File: config.mk
export PLATFORM = sky130hd
export DESIGN_NAME = cbiw_regs
export DESIGN_NICKNAME = d
export VERILOG_FILES = /design/src/hdl/cbiw_pkg.sv /design/src/hdl/cbiw_window_match.sv /design/src/hdl/cbiw_regs.sv
export SDC_FILE = /design/constraint.sdc
export NUM_CORES = 1
export LEC_CHECK = 0
export ABC_AREA = 1
export BUFFER_PORTS_ARGS = -buffer_cell sky130_fd_sc_hd__buf_2
export CAP_MARGIN = 10
export CORE_MARGIN = 5
export CORE_UTILIZATION = 25
export DETAILED_ROUTE_END_ITERATION = 7
export GPL_TIMING_DRIVEN = 0
export MAX_ROUTING_LAYER = met4
export PLACE_DENSITY = 0.4
export SETUP_SLACK_MARGIN = 0.3
export SYNTH_ARGS = -nofsm -noshare
export SYNTH_HDL_FRONTEND = slang
export SYNTH_SLANG_ARGS = --single-unit
File: constraint.sdc
create_clock -name ref_clk -period 1.6 [get_ports ref_clk]
set_input_delay 0.24 -clock ref_clk [delete_from_list [all_inputs] [get_ports ref_clk]]
set_output_delay 0.24 -clock ref_clk [all_outputs]
set_load 0.01 [all_outputs]
File: src/hdl/cbiw_pkg.sv
// constants, types and helpers for the card bridge io window and irq config block
package cbiw_pkg;
   localparam int unsigned CBIW_NUM_WIN      = 2;
   localparam int unsigned CBIW_NUM_FUNC     = 2;
   localparam logic [7:0]  CBIW_OFS_BOTTOM0  = 8'h2c;
   localparam logic [7:0]  CBIW_OFS_TOP0     = 8'h30;
   localparam logic [7:0]  CBIW_OFS_BOTTOM1  = 8'h34;
   localparam logic [7:0]  CBIW_OFS_TOP1     = 8'h38;
   localparam logic [7:0]  CBIW_OFS_IRQ      = 8'h3c;
   localparam logic [7:0]  CBIW_OFS_IRQ_PIN  = 8'h3d;
   localparam logic [31:0] CBIW_BOTTOM_WMASK = 32'hffff_fffc;
   localparam logic [31:0] CBIW_TOP_WMASK    = 32'h0000_fffc;
   localparam logic [31:0] CBIW_WIN_RESET    = 32'h0000_0000;
   localparam logic [7:0]  CBIW_LINE_RESET   = 8'hff;
   localparam logic [7:0]  CBIW_PIN_INTA     = 8'h01;
   localparam logic [7:0]  CBIW_PIN_INTB     = 8'h02;
   localparam logic [0:0]  CBIW_FUNC_BRIDGE  = 1'h0;
   localparam logic [0:0]  CBIW_FUNC_SECOND  = 1'h1;
   localparam int unsigned CBIW_PAGE_LSB     = 16;
   localparam int unsigned CBIW_DW_LSB       = 2;

   typedef struct packed {
      logic        rd;
      logic        wr;
      logic [0:0]  func;
      logic [7:0]  addr;
      logic [3:0]  be;
      logic [31:0] wdata;
   } cbiw_cfg_req_t;

   typedef struct packed {
      logic        req;
      logic [31:0] addr;
   } cbiw_io_req_t;

   // byte-lane write merge limited to writable bits
   function automatic logic [31:0] cbiw_merge(input logic [31:0] old_v,
                                               input logic [31:0] wdata,
                                               input logic [3:0]  be,
                                               input logic [31:0] wmask);
      logic [31:0] lane;
      lane = {{8{be[3]}}, {8{be[2]}}, {8{be[1]}}, {8{be[0]}}} & wmask;
      return (old_v & ~lane) | (wdata & lane);
   endfunction
endpackage

File: src/hdl/cbiw_window_match.sv
// address compare of one io window
`timescale 1ns/1ps
module cbiw_window_match (
   input  wire logic [31:0] bottom,
   input  wire logic [31:0] top,
   input  wire logic [31:0] addr,
   output logic             hit
);
   import cbiw_pkg::*;
   logic enabled;
   logic same_page;
   logic above_bottom;
   logic below_top;

   always_comb begin
      enabled      = (bottom != CBIW_WIN_RESET) || (top != CBIW_WIN_RESET);
      same_page    = addr[31:CBIW_PAGE_LSB] == bottom[31:CBIW_PAGE_LSB];
      above_bottom = addr[15:CBIW_DW_LSB] >= bottom[15:CBIW_DW_LSB];
      below_top    = addr[15:0] <= {top[15:CBIW_DW_LSB], 2'h3};
      hit          = enabled && same_page && above_bottom && below_top;
   end
endmodule // cbiw_window_match

File: src/hdl/cbiw_regs.sv
// config registers for io windows and interrupt line/pin of the card bridge
`timescale 1ns/1ps
module cbiw_regs (
   input  wire logic                  ref_clk,
   input  wire logic                  rst,
   input  wire cbiw_pkg::cbiw_cfg_req_t cfg_req,
   output logic                       cfg_ack,
   output logic [31:0]                cfg_rdata,
   input  wire logic                  interrupt_tie,
   input  wire logic                  bridge_irq_req,
   input  wire logic                  second_irq_req,
   output logic                       irq_a,
   output logic                       irq_b,
   input  wire cbiw_pkg::cbiw_io_req_t pci_io,
   output logic                       pci_io_done,
   output logic                       pci_io_claim,
   input  wire cbiw_pkg::cbiw_io_req_t card_io,
   output logic                       card_io_done,
   output logic                       card_io_claim
);
   import cbiw_pkg::*;

   logic [31:0] bottom_ff [CBIW_NUM_WIN];
   logic [31:0] top_ff    [CBIW_NUM_WIN];
   logic [31:0] nxt_bottom[CBIW_NUM_WIN];
   logic [31:0] nxt_top   [CBIW_NUM_WIN];
   logic [7:0]  line_ff   [CBIW_NUM_FUNC];
   logic [7:0]  nxt_line  [CBIW_NUM_FUNC];
   logic        ack_ff,   nxt_ack;
   logic [31:0] rdata_ff, nxt_rdata;
   logic        irq_a_ff, nxt_irq_a;
   logic        irq_b_ff, nxt_irq_b;
   logic        pci_done_ff,  nxt_pci_done;
   logic        pci_claim_ff, nxt_pci_claim;
   logic        card_done_ff,  nxt_card_done;
   logic        card_claim_ff, nxt_card_claim;
   logic [CBIW_NUM_WIN-1:0] pci_hit;
   logic [CBIW_NUM_WIN-1:0] card_hit;
   logic [7:0]  reported_irq_output;
   logic        bridge_fn;

   // one compare per window per direction
   genvar g;
   generate
      for (g = 0; g < CBIW_NUM_WIN; g++) begin : g_win
         cbiw_window_match u_pci_match (
            .bottom (bottom_ff[g]),
            .top    (top_ff[g]),
            .addr   (pci_io.addr),
            .hit    (pci_hit[g])
         );
         cbiw_window_match u_card_match (
            .bottom (bottom_ff[g]),
            .top    (top_ff[g]),
            .addr   (card_io.addr),
            .hit    (card_hit[g])
         );
      end
   endgenerate

   // config register file
   always_comb begin
      bridge_fn = cfg_req.func == CBIW_FUNC_BRIDGE;
      if (interrupt_tie || bridge_fn) begin
         reported_irq_output = CBIW_PIN_INTA;
      end else begin
         reported_irq_output = CBIW_PIN_INTB;
      end
      for (int i = 0; i < CBIW_NUM_WIN; i++) begin
         nxt_bottom[i] = bottom_ff[i];
         nxt_top[i]    = top_ff[i];
      end
      for (int f = 0; f < CBIW_NUM_FUNC; f++) begin
         nxt_line[f] = line_ff[f];
      end
      nxt_ack   = cfg_req.rd || cfg_req.wr;
      nxt_rdata = rdata_ff;
      if (cfg_req.wr) begin
         if (bridge_fn) begin
            case (cfg_req.addr)
               CBIW_OFS_BOTTOM0: nxt_bottom[0] = cbiw_merge(bottom_ff[0], cfg_req.wdata,
                                     cfg_req.be, CBIW_BOTTOM_WMASK);
               CBIW_OFS_TOP0:    nxt_top[0] = cbiw_merge(top_ff[0], cfg_req.wdata,
                                     cfg_req.be, CBIW_TOP_WMASK);
               CBIW_OFS_BOTTOM1: nxt_bottom[1] = cbiw_merge(bottom_ff[1], cfg_req.wdata,
                                     cfg_req.be, CBIW_BOTTOM_WMASK);
               CBIW_OFS_TOP1:    nxt_top[1] = cbiw_merge(top_ff[1], cfg_req.wdata,
                                     cfg_req.be, CBIW_TOP_WMASK);
               default: ;
            endcase
         end
         if (cfg_req.addr == CBIW_OFS_IRQ && cfg_req.be[0]) begin
            nxt_line[cfg_req.func] = cfg_req.wdata[7:0];
         end
      end
      if (cfg_req.rd) begin
         nxt_rdata = 32'h0000_0000;
         case (cfg_req.addr)
            CBIW_OFS_BOTTOM0: nxt_rdata = bridge_fn ? bottom_ff[0] : 32'h0000_0000;
            CBIW_OFS_TOP0:    nxt_rdata = bridge_fn ? top_ff[0] : 32'h0000_0000;
            CBIW_OFS_BOTTOM1: nxt_rdata = bridge_fn ? bottom_ff[1] : 32'h0000_0000;
            CBIW_OFS_TOP1:    nxt_rdata = bridge_fn ? top_ff[1] : 32'h0000_0000;
            CBIW_OFS_IRQ:     nxt_rdata = {16'h0000, reported_irq_output, line_ff[cfg_req.func]};
            default:          nxt_rdata = 32'h0000_0000;
         endcase
      end
   end

   always_ff @(posedge ref_clk) begin
      if (rst) begin
         for (int i = 0; i < CBIW_NUM_WIN; i++) begin
            bottom_ff[i] <= CBIW_WIN_RESET;
            top_ff[i]    <= CBIW_WIN_RESET;
         end
         for (int f = 0; f < CBIW_NUM_FUNC; f++) begin
            line_ff[f] <= CBIW_LINE_RESET;
         end
         ack_ff   <= 1'b0;
         rdata_ff <= 32'h0000_0000;
      end else begin
         bottom_ff <= nxt_bottom;
         top_ff    <= nxt_top;
         line_ff   <= nxt_line;
         ack_ff    <= nxt_ack;
         rdata_ff  <= nxt_rdata;
      end
   end

   // interrupt output routing
   always_comb begin
      nxt_irq_a = bridge_irq_req || (interrupt_tie && second_irq_req);
      nxt_irq_b = !interrupt_tie && second_irq_req;
   end

   always_ff @(posedge ref_clk) begin
      if (rst) begin
         irq_a_ff <= 1'b0;
         irq_b_ff <= 1'b0;
      end else begin
         irq_a_ff <= nxt_irq_a;
         irq_b_ff <= nxt_irq_b;
      end
   end

   // forwarding decisions in both directions
   always_comb begin
      nxt_pci_done   = pci_io.req;
      nxt_pci_claim  = pci_io.req && (|pci_hit);
      nxt_card_done  = card_io.req;
      nxt_card_claim = card_io.req && (|card_hit);
   end

   always_ff @(posedge ref_clk) begin
      if (rst) begin
         pci_done_ff   <= 1'b0;
         pci_claim_ff  <= 1'b0;
         card_done_ff  <= 1'b0;
         card_claim_ff <= 1'b0;
      end else begin
         pci_done_ff   <= nxt_pci_done;
         pci_claim_ff  <= nxt_pci_claim;
         card_done_ff  <= nxt_card_done;
         card_claim_ff <= nxt_card_claim;
      end
   end

   assign cfg_ack       = ack_ff;
   assign cfg_rdata     = rdata_ff;
   assign irq_a         = irq_a_ff;
   assign irq_b         = irq_b_ff;
   assign pci_io_done   = pci_done_ff;
   assign pci_io_claim  = pci_claim_ff;
   assign card_io_done  = card_done_ff;
   assign card_io_claim = card_claim_ff;

   a_bottom_low_zero: assert property (@(posedge ref_clk) disable iff (rst)
      bottom_ff[0][1:0] == 2'h0 && bottom_ff[1][1:0] == 2'h0)
      else $error("io bottom low bits not zero");
   a_top_high_zero: assert property (@(posedge ref_clk) disable iff (rst)
      top_ff[0][31:16] == 16'h0000 && top_ff[1][31:16] == 16'h0000
      && top_ff[0][1:0] == 2'h0 && top_ff[1][1:0] == 2'h0)
      else $error("io top read-only bits not zero");
   a_bottom_write_kept: assert property (@(posedge ref_clk) disable iff (rst)
      cfg_req.wr && cfg_req.func == 1'h0 && cfg_req.addr == 8'h2c && cfg_req.be == 4'hf
      |=> bottom_ff[0] == ($past(cfg_req.wdata) & 32'hffff_fffc))
      else $error("io bottom write not stored");
   a_line_reset_ones: assert property (@(posedge ref_clk)
      rst |=> line_ff[0] == 8'hff && line_ff[1] == 8'hff)
      else $error("irq line not all ones after reset");
   a_pin_tied_one: assert property (@(posedge ref_clk) disable iff (rst)
      cfg_req.rd && cfg_req.addr == 8'h3c && interrupt_tie
      |=> cfg_ack && cfg_rdata[15:8] == 8'h01)
      else $error("irq pin wrong with tie set");
   a_pin_second_b: assert property (@(posedge ref_clk) disable iff (rst)
      cfg_req.rd && cfg_req.addr == 8'h3c && !interrupt_tie && cfg_req.func == 1'h1
      |=> cfg_rdata[15:8] == 8'h02)
      else $error("irq pin of second function not 02h");
   a_irq_tie_merge: assert property (@(posedge ref_clk) disable iff (rst)
      interrupt_tie && second_irq_req |=> irq_a && !irq_b)
      else $error("tied interrupt not merged onto first output");
   a_window_off_idle: assert property (@(posedge ref_clk) disable iff (rst)
      pci_io.req && bottom_ff[0] == 32'h0 && top_ff[0] == 32'h0
      && bottom_ff[1] == 32'h0 && top_ff[1] == 32'h0 |=> pci_io_done && !pci_io_claim)
      else $error("disabled windows claimed an io cycle");
   a_top_word_incl: assert property (@(posedge ref_clk) disable iff (rst)
      card_io.req && card_io.addr[31:16] == bottom_ff[0][31:16]
      && card_io.addr[15:2] == top_ff[0][15:2] && card_io.addr[1:0] == 2'h3
      && bottom_ff[0][15:2] <= top_ff[0][15:2]
      && (bottom_ff[0] != 32'h0 || top_ff[0] != 32'h0) |=> card_io_claim)
      else $error("last byte of top word not claimed");
endmodule // cbiw_regs

======== Word-level counts from Yosys, hierarchy flattened ========
Index checks and enable logic that the tools add are counted.
cells by class
  reduce and logical (&&, ||, !) cells .... 35
  bitwise gates (word level) .............. 14
  equality and inequality tests ........... 9
  mux-type cells .......................... 12
  magnitude comparators ................... 10
operators with widths
  cell                number
  $and 32x32->32      5
  $pmux 32 s5         1
  $mux 32             4
  $or 32x32->32       4
  $reduce_bool 32->1  4
  $eq 16x16->1        4
  $le 16x16->1        4
  $ge 14x14->1        4
  $eq 8x6->1 const B  5
  $and 32x16->32      1
  $mux 8              4
  $not 16->32         1
  $not 32->32         1
  $logic_and 1x1->1   18
  $bwmux 16           1
  $reduce_and 3->1    4
  $demux 8 s1         1
  $logic_or 1x1->1    5
  $reduce_or 2->1     2
  $ge 2x2->1 const B  1
  $lt 2x1->1 const B  1
  $mux 2              1
  $not 1->2           1
  $reduce_and 2->1    1
  2 further kinds     2
word-level totals
  register bits ........................... 183
  logic and storage cells ................. 94

======== Depth between registers and ports, before layout ========
Gate-level depths: netlist (run 1).
  depth after elaboration ................. 7
  gate-level depth with buffers ........... 11
  depth with buffers taken out ............ 11

======== By module ========
From an unflattened synthesis (run 1), not the netlist that was laid out.
unflattened totals
  cells, all modules ...................... 1792
  area total of the unflattened synthesis .. 11151.9 um2
modules (own cells, without submodules)
  module                                         instances  sequential area each (um2)  area each (um2)  cells an instance
  cbiw_regs                                      1          2862.7                      6032.0           806
  cbiw_window_match (g_win[1].u_card_match ...)  2          0.0                         1283.7           247
  cbiw_window_match (g_win[0].u_card_match ...)  2          0.0                         1276.2           246

======== Worst setup path before layout (run 1) ========
OpenSTA, ideal clock, no wires.
  path kind ............................... register to register
  from .................................... reg (tool-made name)
  to ...................................... reg card_claim_ff (netlist: card_io_claim)
  stages on the path, launching flop included .. 10
  data arrival time ....................... 1.339 ns
  clock period less this slack ............ 1.409 ns
  slack ................................... 0.191 ns
  buffers on the path ..................... 0
  cells stage by stage .................... dfxtp_1 inv_1 ha_1 nand2_1 nor2_1 nor3b_1 nand2_1 nand3_1 nand3_1 a21oi_1
RTL lines
  item                  RTL line          RTL
  end signal, assigned  cbiw_regs.sv:163  card_claim_ff <= nxt_card_claim;
  end, declared         cbiw_regs.sv:36   logic card_claim_ff, nxt_card_claim;

==> results of run 1 <==
[how the worst max path moves through the flow]
stage           startpoint       endpoint  depth (start not counted)
2_1_floorplan  cfg_req[42]       register                          9
3_3_place_gp   cfg_req[42]  cfg_rdata[17]                          9
3_5_place_dp           rst  card_io_claim                          6
4_1_cts           register  card_io_claim                          8
5_1_grt           register  card_io_claim                         10
6_report          register   pci_io_claim                          8
[through the flow]
step	cell area [sq um]	setup slack, ns	utilization, %	hold WS, ns	cells
after floorplan	9930	0.231	-	0.312	1459
after global placement	11400	-0.625	29.4	0.447	2132
after detailed placement	11400	-0.628	29.4	0.455	2132
after CTS	13400	-0.0918	34.6	0.0190	2209
after global routing	14600	-0.152	37.9	0.0202	2239
final	14600	-0.0756	37.9	0.0252	2239
[layer usage]
metal	vias up	global-route usage [%]	share of wire, %	wire length (um)
met1	4849	24.9	47	19600
met5	-	-	0	0
met2	219	31.1	48	20000
li1	5341	-	-	-
met3	29	2.69	3.5	1440
met4	0	3.88	1.4	565
[repair_timing]
action | in CTS | in global routing
setup endpoints to repair | 136 | 130
pin swaps | 76 | 83
resized for setup | 273 | 300
buffers inserted | 38 | 20
endpoints found under the hold margin | 1 | 0
hold buffers | 1 | 0
cloned | 7 | 9
[power by group through the flow]
stage | logic [uW] | registers, uW | clock network (uW)
3_3_place_gp | 1080 | 3650 | 0
2_1_floorplan | 577 | 3650 | 0
4_1_cts | 1220 | 3570 | 4050
3_5_place_dp | 1090 | 3650 | 0
5_1_grt | 1500 | 3560 | 4210
6_report | 1340 | 3560 | 3970
[placed cells by master (no fill, tap or decap), types with 10 or more instances in the layout]
| cell type | count |
|---|---|
| o21ai_0 | 22 |
| dfxtp_1 | 116 |
| clkbuf_16 | 21 |
| nand3_2 | 12 |
| nand4_1 | 24 |
| o21ai_2 | 57 |
| ha_4 | 25 |
| inv_2 | 36 |
| a21oi_1 | 102 |
| nor2_2 | 20 |
| nor2_1 | 125 |
| dfxtp_2 | 24 |
| buf_4 | 29 |
| inv_1 | 109 |
| buf_6 | 34 |
| ha_1 | 87 |
| nand2_2 | 10 |
| inv_4 | 12 |
| nand3_1 | 32 |
| buf_12 | 16 |
| a21oi_2 | 58 |
| o21ai_1 | 28 |
| nand2_1 | 347 |
| o211ai_1 | 16 |
| nand2_4 | 20 |
| xor2_1 | 24 |
| nor3_2 | 15 |
| nor2_4 | 12 |
| buf_2 | 156 |
| o21ai_4 | 11 |
[logic make-up (layout without fill, tap and decap cells)]
kind of cell    Yosys count  after routing  share of synthesized area [%]
fa+ha+maj               112            112                           14.4
buf+inv                 210            471                           8.85
simple gates            650            650                           27.8
flops                   143            143                           29.3
compound gates          320            320                           17.5
xor+xnor                 24             24                           2.15
other cells               0              1                              0
[cell type report]
type	count	area, sq um	share of cell area, %
diodes	1	2.50	0.0171
plain buffers	46	432	2.95
clock buffers	18	439	3.00
clock inverters	13	129	0.881
inverters	164	677	4.63
multi-input cells	1106	7630	52.2
flip-flops and latches	143	2900	19.8
well taps	518	648	4.43
repair buffers	230	1770	12.1
==> results.cfg, run 1 <==
[status]
status = finished, violations left
violations = negative setup slack

[hold_path]
min-delay-start = interrupt_tie
hold_path_depth = 2
holdCritPathClass = in -> reg
hold-path-endpoint = irq_b

[detailed_routing]
vias = 10400
drt_iter0_drc = 627
wirelength_mm = 41.6
via_per_inst = 4.66
detail_route.wl_per_cell_um = 18.6
ant_nets = 0
drc = 0
firstDrtPassIters = 5

[sta]
period_share_pct = 105
finalSetupViolations = 2
timing.slew.headroom_pct = 48.4
finalSetupTns_ns = -0.114
fin_crit_ns = 1.68
finalMaxSlewViolations = 0
fin_skew_ns = 0.0178
tightest_slew_ns = 0.774
rsz0062_at_grt = true
fin_ws_ns = -0.0756
final-hold-violation-count = 0
max_freq_mhz = 597

[global_routing]
grt_use_total_pct = 18.9
grt_start_max_net_pins = 17
grt_pass1_wl_mm = 60.7
grt-ovfl-total = 0
grt_pass1_vias = 9944
antenna_found_initial = 1

[floorplan]
io_pins = 157
die_w_um = 208
dieArea_sq_um = 43100
die_h_um = 208
start_util_pct = 25.2
core_area_sq_um = 38600
rows = 72

[synth]
syn_avg_cell_area_sq_um = 6.69
synth_edf_count = 0
synth_top_area_cell = dfxtp_1
synth_top_area_share_pct = 29.3
syn_area_sq_um = 9760
synth_top_flop_cell = dfxtp_1
syn-num-nets = 1689
synthTopCellsByArea = dfxtp_1 (29%), nand2_1 (15%), ha_1 (14%), a21oi_1 (8.3%), inv_1 (6.2%)
ys_ff_latch = 143
ys.warnings.count = 0
synth_top_cells_by_count = nand2_1 (377), a21oi_1 (161), inv_1 (160), nor2_1 (154), dfxtp_1 (143)
ys_seq_area_share_pct = 29.3
synth.distinct_cells = 35
synthArstFlopShare_pct = 0
yosysMostFrequentCell = nand2_1
syn_inst = 1459

[power]
swShare_pct = 29.3
ir_drop_v = 0.000633
p_clk_share_pct = 44.7
power_uw = 8870
p_leak_uw = 0.00653
p_comb_share_pct = 15.1
power_density_nw_per_um2 = 606
internal_power_uw = 6280
switchingPower_uw = 2600
p_seq_share_pct = 40.2

[critical_path]
crit_type = reg -> reg
critical_path_peak_fanout = 3
worstReg2RegEnd = pci_io_claim
timing.critical_path.cells = inv_2 -> ha_4 -> nand4_1 -> nor3_1 -> nand2_1 -> nand3_1 -> nand3_2 -> a21oi_2
cpPeakStageDelay_ns = 0.35
cp.required_ns = 1.97
critPathBufInv = 1
critPathLaunchType = register
r2r_cells = 8
critPathArrivalTime_ns = 2.04
end_kind = register
crit_slowest_cell = dfxtp_2
r2r_slack_ns = -0.08
critical_path.top_delay_family = simple AND/OR/NAND/NOR gates

[clock_tree]
htreeDepth = 4
clkSinkCount = 143
tritoncts = yes
cts_made_buffers = 17
cts-root-buf = clkbuf_16
clk_latency_ns = 0.44
path_clk_slew_ns = 0.06
clockBufferDepth = 2

[job]
maxCapViolCount = 0

[cells_and_area]
fin_nets = 1938
drive_gt1_share_pct = 38.0
fillCellCount = 4100
syn_to_final_growth_pct = 50.0

[place]
place_congestion = 0.846
dpl.hpwl_mm = 32.4
numPortBuffers = 155
(Power assumes the default switching activity.)
==> run 2: changes to the inputs <==
Settings changed: ABC_AREA 1 to 0, PLACE_DENSITY 0.4 to 0.41.
Clock period 1.6 ns to 1.4 ns, I/O delays scaled along.
==> results.cfg, run 2 <==
[synth]
syn-num-nets = 1260
post_synth_mux_area_share_pct = 9.92
synth_top_area_cell = dfxtp_1
syn_avg_cell_area_sq_um = 8.94
synthTopCellsByArea = dfxtp_1 (31%), ha_1 (15%), mux2i_1 (9.7%), xor2_1 (6.1%), nor2_1 (5.0%)
synth_xor_area_share_pct = 6.09
synth_top_family_by_area = simple AND/OR/NAND/NOR gates
ys_seq_area_share_pct = 31.1
synth_top_area_share_pct = 31.1
ys.warnings.count = 0
synth_top_flop_cell = dfxtp_1
synth-simple-area-share_pct = 18.6
synthArstFlopShare_pct = 0
syn_area_sq_um = 9210
synth_compound_area_share_pct = 14.3
syn_inst = 1030
ys_ff_latch = 143
yosysMostFrequentCell = dfxtp_1
synth.distinct_cells = 48
synth_top_cells_by_count = dfxtp_1 (143), nor2_1 (123), ha_1 (112), mux2i_1 (89)
synth_edf_count = 0
synthAdderAreaFrac_pct = 15.2

[sta]
final-hold-violation-count = 0
max_freq_mhz = 478
finalSetupViolations = 138
finalMaxSlewViolations = 0
rsz0062_at_grt = true
fin_ws_ns = -0.692
timing.slew.headroom_pct = 49.6
tightest_slew_ns = 0.757
period_share_pct = 149
fin_skew_ns = 0.00827
fin_crit_ns = 2.09

[global_routing]
grt-ovfl-total = 0
grt_start_max_net_pins = 17
grt_pass1_vias = 9074
grt_use_total_pct = 19.1
grt_pass1_wl_mm = 57.2
antenna_found_initial = 3

[power]
power_uw = 9720
power_density_nw_per_um2 = 735
p_leak_uw = 0.00532
ir_drop_v = 0.000648

[critical_path]
r2r_cells = 8
critPathBufInv = 4
crit_type = in -> reg
crit_top_cell = buf_6
cpPeakStageDelay_ns = 0.57
crit_slowest_cell = or4b_4
timing.critical_path.cells = buf_6 -> or4b_4 -> or3_4 -> buf_6 -> buf_6 -> nor3_4 -> and3_1 -> buf_6 -> mux2i_1 -> nor2_1
r2r_slack_ns = -0.66
worstReg2RegEnd = card_io_claim
critical_path_peak_fanout = 8
critical_path.top_delay_family = simple AND/OR/NAND/NOR gates
critPathArrivalTime_ns = 2.38
critPathLaunchType = primary input
cp.required_ns = 1.68
end_kind = register

[floorplan]
io_pins = 157
die_h_um = 202
core_area_sq_um = 36500
rows = 70
start_util_pct = 25.2
dieArea_sq_um = 40800
die_w_um = 202

[cells_and_area]
regArea_sq_um = 2990
syn_to_final_growth_pct = 43.5
drive_gt1_share_pct = 37.0
multi_input_area_sq_um = 6500
fin_util_pct = 36.2
final_cell_mix = nor2_1 (122), buf_2 (122), ha_1 (98)
fillCellCount = 3751
fin_nets = 1514
stdcell_count = 1767

[clock_tree]
cts_made_buffers = 17
tritoncts = yes
cts-root-buf = clkbuf_16
path_clk_slew_ns = 0.07
clk_latency_ns = 0.43
clockBufferDepth = 2
htreeDepth = 4
clkSinkCount = 143

[job]
maxCapViolCount = 0

[status]
status = finished, violations left
violations = negative setup slack

[hold_path]
hold-path-endpoint = irq_a
min-delay-start = second_irq_req
holdCritPathClass = in -> reg
hold_path_depth = 3

[detailed_routing]
via_per_inst = 5.00
vias = 8838
wirelength_mm = 39.1
detail_route.wl_per_cell_um = 22.1
drt_iter0_drc = 452
firstDrtPassIters = 7
ant_nets = 0
drc = 0

[place]
dpl.hpwl_mm = 30.6
place_congestion = 0.845
dp_cells = 1654
dp_slack_ns = -1.66
numPortBuffers = 156
run 2: how the worst max path moves through the flow:
stage / cells after the start / slack (ns) / end / from
6_report: 10 / -0.69 / register / cfg_req[42]
5_1_grt: 10 / -0.77 / register / cfg_req[42]
4_1_cts: 8 / -0.71 / pci_io_claim / register
3_5_place_dp: 8 / -1.66 / cfg_rdata[26] / cfg_req[36]
3_3_place_gp: 8 / -1.66 / cfg_rdata[25] / cfg_req[36]
2_1_floorplan: 7 / -0.79 / cfg_rdata[4] / cfg_req[36]
run 2: worst register-to-register path, stage by stage (launching register included):
cell and delay [ns]:
dfxtp_4 0.41, inv_1 0.09, ha_1 0.30, a21oi_1 0.10
or4_4 0.49, o211ai_1 0.15, a211oi_2 0.09, o221ai_2 0.22
a21boi_1 0.09
run 2: final cells by class:
class	count	share of cell area (%)
antenna	3	0.0568
buffer	45	3.88
clock buffer	19	3.35
clock inverter	12	1.04
inverter	62	1.89
multi-input combinational	780	49.2
sequential	143	22.6
tap	468	4.43
timing repair buffer	235	13.5
run 2: what timing repair did:
item,CTS,global route
hold endpoints to repair,4,0
setup buffers,51,19
endpoints found under the setup margin,174,167
pin swaps,74,58
gates resized for setup,202,70
hold buffers,4,0
cloned,3,2
run 2: stage by stage:
| step | cell area [sq um] | hold WS [ns] | setup TNS (ns) |
|---|---|---|---|
| 3_3_place_gp | 10900 | 0.394 | -152.89 |
| 3_5_place_dp | 10900 | 0.400 | -153.36 |
| 2_1_floorplan | 9490 | 0.286 | -86.26 |
| 5_1_grt | 13200 | 0.0260 | -84.38 |
| 6_report | 13200 | 0.0207 | -77.16 |
| 4_1_cts | 12800 | 0.00203 | -68.89 |
run 2: cells by family (layout without fill, tap and decap cells):
group,Yosys count,after routing
and+or+nand+nor,337,337
AOI/OAI and AO/OA,176,176
DFF,143,143
adders and majority gates,112,112
buffers and inverters,107,373
muxes,91,91
xor gates and xnor gates,64,64
other,0,3
run 2: layer usage:
| layer | share of wire [%] | global-route usage (%) | wire length (um) |
|---|---|---|---|
| met2 | 47 | 30.6 | 18400 |
| met1 | 47 | 25.0 | 18200 |
| met5 | 0 | - | 0 |
| met3 | 4.8 | 3.45 | 1880 |
| met4 | 1.6 | 4.69 | 641 |
run 2: report_power, final:
| part | switching [uW] | total, uW | internal, uW | leakage [uW] |
|---|---|---|---|---|
| sequential | 3.70 | 4040 | 4040 | 0.00119 |
| clock | 1860 | 4530 | 2670 | 0.000268 |
| combinational | 689 | 1140 | 455 | 0.00386 |
==> run 3: changes to the inputs <==
Settings changed: PLACE_DENSITY 0.41 to 0.4.
Clock period 1.4 ns to 2.54 ns, I/O delays scaled along.
==> results.cfg, run 3 (synthesized netlist as in run 2, its figures left out) <==
[status]
status = complete, no violations

[power]
power_density_nw_per_um2 = 473
ir_drop_v = 0.000382
power_uw = 5680
p_leak_uw = 0.00488

[global_routing]
grt_pass1_vias = 8587
grt_use_total_pct = 18.6
grt_start_max_net_pins = 17
antenna_found_initial = 1
grt-ovfl-total = 0
grt_pass1_wl_mm = 56.1

[place]
place_congestion = 0.832
dpl_cell_area_sq_um = 10600
numPortBuffers = 156
dpl.hpwl_mm = 30.7

[sta]
timing.slew.headroom_pct = 48.3
finalSetupTns_ns = 0
fin_skew_ns = 0.00651
finalSetupViolations = 0
rsz0062_at_grt = true
finalMaxSlewViolations = 0
max_freq_mhz = 438
period_share_pct = 89.9
fin_crit_ns = 2.28
final-hold-violation-count = 0
tightest_slew_ns = 0.775

[critical_path]
crit_slowest_cell = or4b_4
critPathLaunchType = primary input
crit_top_cell = buf_6
crit_type = in -> reg
critPathArrivalTime_ns = 2.63
critical_path_peak_fanout = 6
timing.critical_path.cells = buf_6 -> or4b_4 -> or3_4 -> buf_6 -> nor3b_4 -> buf_6 -> buf_12 -> a221oi_2 -> a21o_1 -> a221oi_2
end_kind = register
r2r_cells = 8
cpPeakStageDelay_ns = 0.57
cp.required_ns = 2.88

[detailed_routing]
drc = 0
firstDrtPassIters = 7
drt_iter0_drc = 534
detail_route.wl_per_cell_um = 22.2
via_per_inst = 4.98
ant_nets = 0
vias = 8510
wirelength_mm = 38.0

[clock_tree]
cts_made_buffers = 17
clockBufferDepth = 2
htreeDepth = 4
clkSinkCount = 143
cts-root-buf = clkbuf_16
tritoncts = yes
path_clk_slew_ns = 0.06
clk_latency_ns = 0.43
hold_buffers = 0

[cells_and_area]
fin_nets = 1457
fillCellCount = 3839
mostFrequentLayoutCell = buf_2
fin_area_sq_um = 12000
final_cell_mix = buf_2 (158), nor2_1 (122), dfxtp_1 (115)
syn_to_final_growth_pct = 30.3
drive_gt1_share_pct = 27.2

[job]
maxCapViolCount = 0

[floorplan]
die_h_um = 202
start_util_pct = 25.2
core_area_sq_um = 36500
io_pins = 157
rows = 70
dieArea_sq_um = 40800
die_w_um = 202

[hold_path]
holdCritPathClass = in -> reg
hold_path_depth = 2
==> run 3: cell count changes in the layout (fill, tap and decap cells not counted), sizes merged, moves of 3 or more <==
cell	before	now
buf	249	197
bufinv	2	5
clkbuf	46	43
clkinvlp	5	2
dlygate4sd3	4	0
==> run 3: layer usage <==
metal	part of all wire, %	track usage (%)
met1	50	26.2
met2	46	29.1
met3	3.4	2.55
met4	0.85	3.05
met5	0	-
==> run 3: final cells by class <==
cell class                 instances  area (sq um)  area share (%)
clock buffer                      17           425            3.54
timing repair buffer             178           998            8.32
tap                              468           586            4.88
antenna                            1          2.50          0.0209
sequential                       143          2920            24.4
inverter                          62           233            1.94
clock inverter                    15           231            1.93
multi-input combinational        780          6250            52.1
buffer                            45           350            2.92
==> run 3: where the power goes <==
group | internal [uW] | switching [uW] | total (uW)
clock network | 1760 | 1090 | 2850
logic | 230 | 361 | 590
registers | 2240 | 2.12 | 2240
total | 4220 | 1450 | 5680
==> run 3: worst max-delay path, delay by kind of cell <==
kind / cells / cell delay [ns]
buffers and inverters: 4 / 0.52
AND/OR/NAND/NOR: 3 / 1.21
AO/OA/AOI/OAI: 3 / 0.51
==> run 3: through the flow <==
stage	hold slack, ns	cells	worst slack (ns)	utilization, %
2_1_floorplan	0.432	1030	0.177	-
3_3_place_gp	0.465	1654	-0.770	29.1
3_5_place_dp	0.464	1654	-0.772	29.1
4_1_cts	0.113	1701	0.180	31.7
5_1_grt	0.126	1709	0.183	32.9
6_report	0.129	1709	0.257	32.9
==> run 3: path summary, 6_finish.rpt <==
kind / from / end / slack (ns)
setup / recovery: cfg_req[36] / cfg_rdata[8] / 0.26
hold / removal: rst / card_io_done / 0.13
setup reg to reg: register / pci_io_claim / 0.39
hold reg to reg: cfg_rdata[11] / cfg_rdata[11] / 0.48
==> run 3: repair_timing <==
item,CTS,global route
cloned,1,1
setup endpoints to repair,59,106
buffers inserted,14,6
pin swaps,22,50
gates resized for setup,54,89
